**src/design/hst_consts.svh**
```systemverilog
/*
 constants for the halfword and signed transfer decoder: field positions,
 condition codes, sizes. assumes nothing; definitions only.
*/
`ifndef HST_CONSTS_SVH
`define HST_CONSTS_SVH
`define HST_COND_HI 31
`define HST_COND_LO 28
`define HST_PRE_BIT 24
`define HST_UP_BIT 23
`define HST_IMM_BIT 22
`define HST_WB_BIT 21
`define HST_LOAD_BIT 20
`define HST_RN_HI 19
`define HST_RN_LO 16
`define HST_RD_HI 15
`define HST_RD_LO 12
`define HST_OFFH_HI 11
`define HST_OFFH_LO 8
`define HST_MARK7_BIT 7
`define HST_SH_HI 6
`define HST_SH_LO 5
`define HST_MARK4_BIT 4
`define HST_OFFL_HI 3
`define HST_OFFL_LO 0
`define HST_CLASS_HI 27
`define HST_CLASS_LO 25
`define HST_CLASS_VAL 3'h0
`define HST_SH_SWAP 2'h0
`define HST_SH_UHALF 2'h1
`define HST_SH_SBYTE 2'h2
`define HST_SH_SHALF 2'h3
`define HST_FLAG_N 3
`define HST_FLAG_Z 2
`define HST_FLAG_C 1
`define HST_FLAG_V 0
`define HST_ADDR_HALF_BIT 1
`define HST_ZERO16 16'h0000
`endif

```
**src/design/hst_pkg.sv**
```systemverilog
/*
 types for the halfword and signed transfer decoder.
 assumes hst_consts.svh holds the numbers.
*/
package hst_pkg;
   typedef enum logic [1:0] {HST_IDLE, HST_WAIT} hst_state_t;
   typedef enum logic [1:0] {
      HST_K_NONE, HST_K_UHALF, HST_K_SBYTE, HST_K_SHALF
   } hst_kind_t;
endpackage

```
**src/design/hst_decode.sv**
```systemverilog
/*
 halfword and signed data transfer decoder and executor.
 assumes: one instruction offered with i_valid/o_ready; register values
 come in beside the instruction; memory answers a read with i_mem_done
 and its data in that cycle; writes complete on i_mem_done too.
*/
`timescale 1ns/1ps
`include "hst_consts.svh"
module hst_decode
   import hst_pkg::*;
(
   // clock and reset
   input wire logic i_clk,
   input wire logic i_reset,
   // instruction from fetch
   input wire logic i_valid,
   output logic o_ready,
   input wire logic [31:0] i_instr,
   input wire logic [3:0] i_flags,
   // register file values for the named fields
   input wire logic [31:0] i_base_val,
   input wire logic [31:0] i_index_val,
   input wire logic [31:0] i_src_val,
   // configuration
   input wire logic i_endian_select_input,
   // memory side
   output logic o_mem_req,
   output logic o_mem_write,
   output logic [31:0] o_mem_addr,
   output logic [31:0] o_mem_wdata,
   input wire logic i_mem_done,
   input wire logic [31:0] i_mem_rdata,
   // register write ports
   output logic o_rd_we,
   output logic [3:0] o_rd_sel,
   output logic [31:0] o_rd_data,
   output logic o_base_we,
   output logic [3:0] o_base_sel,
   output logic [31:0] o_base_data,
   // decode status
   output logic o_skipped,
   output logic o_not_mine
);
   // =====================================================
   // state
   typedef struct packed {
      hst_state_t st;
      hst_kind_t kind;
      logic load;
      logic [3:0] rd;
      logic [3:0] rn;
      logic base_wb;
      logic [31:0] new_base;
      logic mem_req;
      logic mem_write;
      logic [31:0] mem_addr;
      logic [31:0] mem_wdata;
      logic rd_we;
      logic [31:0] rd_data;
      logic base_we;
      logic [31:0] base_data;
      logic skipped;
      logic not_mine;
   } hst_regs_t;

   hst_regs_t q_r, q_nxt;

   // =====================================================
   // helpers
   function automatic logic cond_true(input logic [3:0] c,
                                      input logic [3:0] f);
      logic n, z, cy, v;
      n = f[`HST_FLAG_N];
      z = f[`HST_FLAG_Z];
      cy = f[`HST_FLAG_C];
      v = f[`HST_FLAG_V];
      unique case (c)
         4'h0: cond_true = z;
         4'h1: cond_true = !z;
         4'h2: cond_true = cy;
         4'h3: cond_true = !cy;
         4'h4: cond_true = n;
         4'h5: cond_true = !n;
         4'h6: cond_true = v;
         4'h7: cond_true = !v;
         4'h8: cond_true = cy && !z;
         4'h9: cond_true = !cy || z;
         4'ha: cond_true = n == v;
         4'hb: cond_true = n != v;
         4'hc: cond_true = !z && (n == v);
         4'hd: cond_true = z || (n != v);
         4'he: cond_true = 1'b1;
         4'hf: cond_true = 1'b0;
      endcase
   endfunction

   logic [3:0] f_cond;
   logic f_pre, f_up, f_imm, f_wb, f_load;
   logic [1:0] f_sh;
   logic is_class, exec;
   logic [7:0] imm8;
   logic [31:0] offset, moved, xfer_addr;
   hst_kind_t kind_d;
   logic [31:0] load_val;

   always_comb begin
      f_cond = i_instr[`HST_COND_HI:`HST_COND_LO];
      f_pre = i_instr[`HST_PRE_BIT];
      f_up = i_instr[`HST_UP_BIT];
      f_imm = i_instr[`HST_IMM_BIT];
      f_wb = i_instr[`HST_WB_BIT];
      f_load = i_instr[`HST_LOAD_BIT];
      f_sh = i_instr[`HST_SH_HI:`HST_SH_LO];
      // swap and unmarked encodings fall outside this class
      is_class = (i_instr[`HST_CLASS_HI:`HST_CLASS_LO] == `HST_CLASS_VAL)
         && i_instr[`HST_MARK7_BIT] && i_instr[`HST_MARK4_BIT]
         && (f_sh != `HST_SH_SWAP);
      unique case (f_sh)
         `HST_SH_UHALF: kind_d = HST_K_UHALF;
         `HST_SH_SBYTE: kind_d = HST_K_SBYTE;
         `HST_SH_SHALF: kind_d = HST_K_SHALF;
         `HST_SH_SWAP: kind_d = HST_K_NONE;
      endcase
      // stores of signed kinds are not defined; treat as halfword store
      exec = is_class && cond_true(f_cond, i_flags);
      imm8 = {i_instr[`HST_OFFH_HI:`HST_OFFH_LO],
              i_instr[`HST_OFFL_HI:`HST_OFFL_LO]};
      offset = f_imm ? {24'h0, imm8} : i_index_val;
      moved = f_up ? i_base_val + offset
                   : i_base_val - offset;
      xfer_addr = f_pre ? moved : i_base_val;
   end

   hst_lane u_lane (
      .i_kind(q_r.kind),
      .i_endian_select_input(i_endian_select_input),
      .i_addr_lo(q_r.mem_addr[1:0]),
      .i_rdata(i_mem_rdata),
      .o_value(load_val)
   );

   // =====================================================
   // next state
   always_comb begin
      q_nxt = q_r;
      q_nxt.rd_we = 1'b0;
      q_nxt.base_we = 1'b0;
      q_nxt.skipped = 1'b0;
      q_nxt.not_mine = 1'b0;
      unique case (q_r.st)
         HST_IDLE: begin
            if (i_valid) begin
               if (!is_class) begin
                  q_nxt.not_mine = 1'b1;
               end else if (!exec) begin
                  q_nxt.skipped = 1'b1;
               end else begin
                  q_nxt.st = HST_WAIT;
                  q_nxt.kind = f_load ? kind_d : HST_K_UHALF;
                  q_nxt.load = f_load;
                  q_nxt.rd = i_instr[`HST_RD_HI:`HST_RD_LO];
                  q_nxt.rn = i_instr[`HST_RN_HI:`HST_RN_LO];
                  // post-index ignores the write-back bit entirely
                  q_nxt.base_wb = f_pre ? f_wb : 1'b1;
                  q_nxt.new_base = moved;
                  q_nxt.mem_req = 1'b1;
                  q_nxt.mem_write = !f_load;
                  q_nxt.mem_addr = xfer_addr;
                  q_nxt.mem_wdata = {i_src_val[15:0],
                                     i_src_val[15:0]};
               end
            end
         end
         HST_WAIT: begin
            if (i_mem_done) begin
               q_nxt.st = HST_IDLE;
               q_nxt.mem_req = 1'b0;
               q_nxt.mem_write = 1'b0;
               q_nxt.base_we = q_r.base_wb;
               q_nxt.base_data = q_r.new_base;
               q_nxt.rd_we = q_r.load;
               q_nxt.rd_data = load_val;
            end
         end
         default: q_nxt.st = HST_IDLE;
      endcase
   end

   always_ff @(posedge i_clk) begin
      if (i_reset) begin
         q_r <= '0;
      end else begin
         q_r <= q_nxt;
      end
   end

   // =====================================================
   // outputs
   assign o_ready = (q_r.st == HST_IDLE);
   assign o_mem_req = q_r.mem_req;
   assign o_mem_write = q_r.mem_write;
   assign o_mem_addr = q_r.mem_addr;
   assign o_mem_wdata = q_r.mem_wdata;
   assign o_rd_we = q_r.rd_we;
   assign o_rd_sel = q_r.rd;
   assign o_rd_data = q_r.rd_data;
   assign o_base_we = q_r.base_we;
   assign o_base_sel = q_r.rn;
   assign o_base_data = q_r.base_data;
   assign o_skipped = q_r.skipped;
   assign o_not_mine = q_r.not_mine;

   // =====================================================
   // checks
   logic take;
   assign take = i_valid && o_ready;
endmodule

```
**src/design/hst_lane.sv**
```systemverilog
/*
 load data lane selection and extension for halfword and byte loads.
 assumes a 32-bit read data bus and address low bits of the transfer.
*/
`timescale 1ns/1ps
`include "hst_consts.svh"
module hst_lane
   import hst_pkg::*;
(
   // selection
   input wire hst_kind_t i_kind,
   input wire logic i_endian_select_input,
   input wire logic [1:0] i_addr_lo,
   // data
   input wire logic [31:0] i_rdata,
   output logic [31:0] o_value
);
   logic [15:0] half;
   logic [7:0] byte_v;
   logic hi_half;
   logic [1:0] bidx;
   always_comb begin
      // big endian flips which half the aligned address names
      hi_half = i_addr_lo[`HST_ADDR_HALF_BIT] ^ i_endian_select_input;
      half = hi_half ? i_rdata[31:16] : i_rdata[15:0];
      bidx = i_endian_select_input ? ~i_addr_lo : i_addr_lo;
      byte_v = i_rdata[{bidx, 3'h0} +: 8];
      unique case (i_kind)
         HST_K_UHALF: o_value = {`HST_ZERO16, half};
         HST_K_SHALF: o_value = {{16{half[15]}}, half};
         HST_K_SBYTE: o_value = {{24{byte_v[7]}}, byte_v};
         HST_K_NONE: o_value = 32'h0;
      endcase
   end
endmodule

```
**config.mk**
```make
export PLATFORM = sky130hd
export DESIGN_NAME = hst_decode
export DESIGN_NICKNAME = d
export VERILOG_FILES = /design/src/design/hst_pkg.sv /design/src/design/hst_decode.sv /design/src/design/hst_lane.sv
export VERILOG_INCLUDE_DIRS = /design/src /design/src/design
export SDC_FILE = /design/constraint.sdc
export NUM_CORES = 1
export LEC_CHECK = 0
export BUFFER_PORTS_ARGS = -buffer_cell sky130_fd_sc_hd__buf_2
export CAP_MARGIN = 5
export CORE_UTILIZATION = 52
export CTS_CLUSTER_SIZE = 30
export DETAILED_ROUTE_END_ITERATION = 12
export MAX_ROUTING_LAYER = met4
export PLACE_DENSITY = 0.89
export RECOVER_POWER = 25
export SYNTH_ARGS = -nofsm -noshare
export SYNTH_HDL_FRONTEND = slang
export SYNTH_SLANG_ARGS = --single-unit
export TNS_END_PERCENT = 1
```
**constraint.sdc**
```tcl
create_clock -name i_clk -period 5.6 [get_ports i_clk]
set_clock_uncertainty 0.15 [all_clocks]
set_input_delay 0 -clock i_clk [delete_from_list [all_inputs] [get_ports i_clk]]
set_output_delay 0 -clock i_clk [all_outputs]
set_load 0.005 [all_outputs]
```
==> flow_summary.json <==
{
  "cts_tree": "yes",
  "clock-root-buffer": "clkbuf_16",
  "final_common_cell": "buf_2",
  "vias_per_cell": 5.703,
  "finalWeightedCongestion": 0.8944,
  "wl_met1_um": 12630,
  "yosys_most_used_dff": "dfxtp_1",
  "die-area_um2": 19510,
  "initial_core_util_pct": 53.97,
  "synth-edff-count": 0,
  "clk_pin_slew_ns": 0.06,
  "r2r_slack_ns": 2.21,
  "stdcell_count": 1720,
  "fp.dieW_um": 139.7,
  "htreeDepth": 4,
  "grtUsageTotal_pct": 30.90,
  "cellPowerDensity_nw_per_um2": 251.2,
  "yosys_warnings": 0,
  "io_pins": 312,
  "wl_met3_um": 2132,
  "area_growth_pct": 21.26,
  "arrival_ns": 4.71,
  "insertion_delay_ns": 0.42,
  "post-route-period-util_pct": 81.07,
  "p_leak_nw": 5.127,
  "path_class": "input port to register",
  "synthesis.nets": 1478,
  "final_max_slew_viol_count": 0,
  "final_layout_size_suffix_gt1_share_pct": 21.42,
  "antenna_found_initial": 2,
  "status": "finished, final reports clean",
  "synth_cell_type_count": 68,
  "port_buffers": 295,
  "synthCells": 1269,
  "tightest_slew_ns": 1.094,
  "synth.area.top_cells": "dfxtp_1 (30%), buf_4 (10%), nand2_1 (7.5%)",
  "cap_violations": 0,
  "fin_area_um2": 11960,
  "hp-class": "input port to register",
  "cts_setup_buffers": 0,
  "clock.fmax_ghz": 0.2203,
  "fill_cells": 1498,
  "synth_top_area_share_pct": 30.05,
  "async_flop_share_pct": 0,
  "first_pass_iters": 7,
  "path_max_fanout": 38,
  "dpl-instance-area_um2": 10350,
  "core_area_um2": 18270,
  "dp_hpwl_um": 19940,
  "cts_made_buffers": 17,
  "power_mw": 3.004,
  "fp-row-count": 49,
  "wl_met2_um": 13620,
  "worstPathRequired_ns": 5.77,
  "clk_path_buf_depth": 2,
  "avgSynthCellArea_um2": 7.769,
  "grt_pass1_vias": 9262,
  "min_period_ns": 4.540,
  "slew_headroom_pct": 26.99,
  "nets": 1685,
  "ys_ff_latch": 148,
  "mostFrequentLayoutCells": "buf_2 (259), nand2_1 (197), dfxtp_1 (148)",
  "dp_cells": 1586,
  "tns_ns": 0,
  "vdd_ir_drop_max_v": 0.0001596,
  "cp-end-kind": "register",
  "synthesis.area_um2": 9859,
  "post-place-ws_ns": 0.7094,
  "grt_max_degree": 81,
  "grt_pass1_wl_um": 46950,
  "setup_ws_ns": 1.060,
  "drc_errors": 0,
  "wire_per_inst_um": 17.26,
  "yosys.area.top_type": "dfxtp_1",
  "drt_first_iter_violations": 735,
  "seq_area_frac_synth_pct": 30.05,
  "overflow": 0,
  "die_h_um": 139.7,
  "cts_sinks": 148,
  "cts_hold_buf": 100,
  "rsz0062_at_grt": "false",
  "routed.top_layer": "met4",
  "worstSetupStartpointType": "input port",
  "ant_nets": 0,
  "cts.repair.resized": 0,
  "hold_violations": 0,
  "wl_um": 29690,
  "setup_viol": 0,
  "vias": 9810
}
-- power by group --
| part | internal, mW | total, mW | switching [mW] |
|---|---|---|---|
| Clock | 0.793 | 1.24 | 0.451 |
| Sequential | 1.06 | 1.06 | 0.00293 |
| Combinational | 0.300 | 0.699 | 0.399 |
| Total | 2.15 | 3.00 | 0.853 |
-- synthesized netlist by cell type, types with 30 or more instances --
master,number
nand2_1,197
dfxtp_1,148
buf_4,136
a21oi_1,135
nor2_1,111
clkbuf_1,49
mux2i_1,44
a211oi_1,42
ha_1,39
xnor2_1,38
o21ai_0,37
a21o_1,30
-- flip-flops by register name (all words and copies together) (netlist names) --
register	cells
o_skipped	1
o_base_we	1
o_mem_addr	32
o_base_sel	4
o_rd_sel	4
o_mem_req	1
o_not_mine	1
o_mem_write	1
o_mem_wdata	16
q_r	37
o_rd_we	1
o_rd_data	17
o_base_data	32
-- final timing paths --
kind | start | to | cells past startpoint
hold / removal | i_endian_select_input | o_rd_data[7]$_SDFFE_PP0P_ | 6
setup reg to reg | o_mem_addr[1]$_SDFFE_PP0P_ | o_rd_data[2]$_SDFFE_PP0P_ | 7
setup / recovery | i_instr[22] | o_mem_addr[31]$_SDFFE_PP0P_ | 17
hold reg to reg | q_r[163]$_SDFFE_PP0P_ | o_base_data[29]$_SDFFE_PP0P_ | 2
-- through the flow --
stage               hold slack (ns)  utilization [%]
global route                0.09575            65.44
detailed placement          0.09597            56.67
finish                      0.05130            65.44
global placement            0.09062            56.67
floorplan                  -0.01404                -
CTS                         0.01394            65.65
-- logic make-up after synthesis --
group / count (synthesis) / synth area share [%]
AOI/OAI and AO/OA: 327 / 21.88
buffers and inverters: 229 / 14.14
DFF: 148 / 30.05
xor gates and xnor gates: 46 / 4.086
adders and majority gates: 40 / 5.152
muxes: 49 / 5.063
and+or+nand+nor: 430 / 19.63
-- routing by layer --
layer | global-route usage [%] | vias up
met4 | 15.67 | 0
met3 | 6.332 | 109
met2 | 49.03 | 478
met1 | 37.06 | 4498
met5 | - | -
li1 | - | 4725
-- critical path, stage by stage --
cell and delay (ns):
buf_2 0.52, mux2i_1 0.32, ha_1 0.24, o221ai_1 0.19, nor3_1 0.50, nor2_1 0.14, nor2_1 0.39, nor2_1 0.12
ha_1 0.37, nand3_1 0.19, nor4_1 0.33, nand4_1 0.13, and3_1 0.25, a21oi_1 0.28, a211oi_1 0.19, xnor2_1 0.19
a2111oi_2 0.35
-- cell type report --
class / count / area, µm² / share of cell area, %
timing repair buffer: 400 / 2474 / 20.69
tap: 229 / 286.5 / 2.397
multi-input combinational: 892 / 5524 / 46.21
inverter: 17 / 63.81 / 0.5338
sequential: 148 / 2963 / 24.78
antenna: 2 / 5.005 / 0.04186
clock inverter: 12 / 202.7 / 1.695
clock buffer: 20 / 436.7 / 3.653
Note: power is estimated with default switching activity, not from simulation.
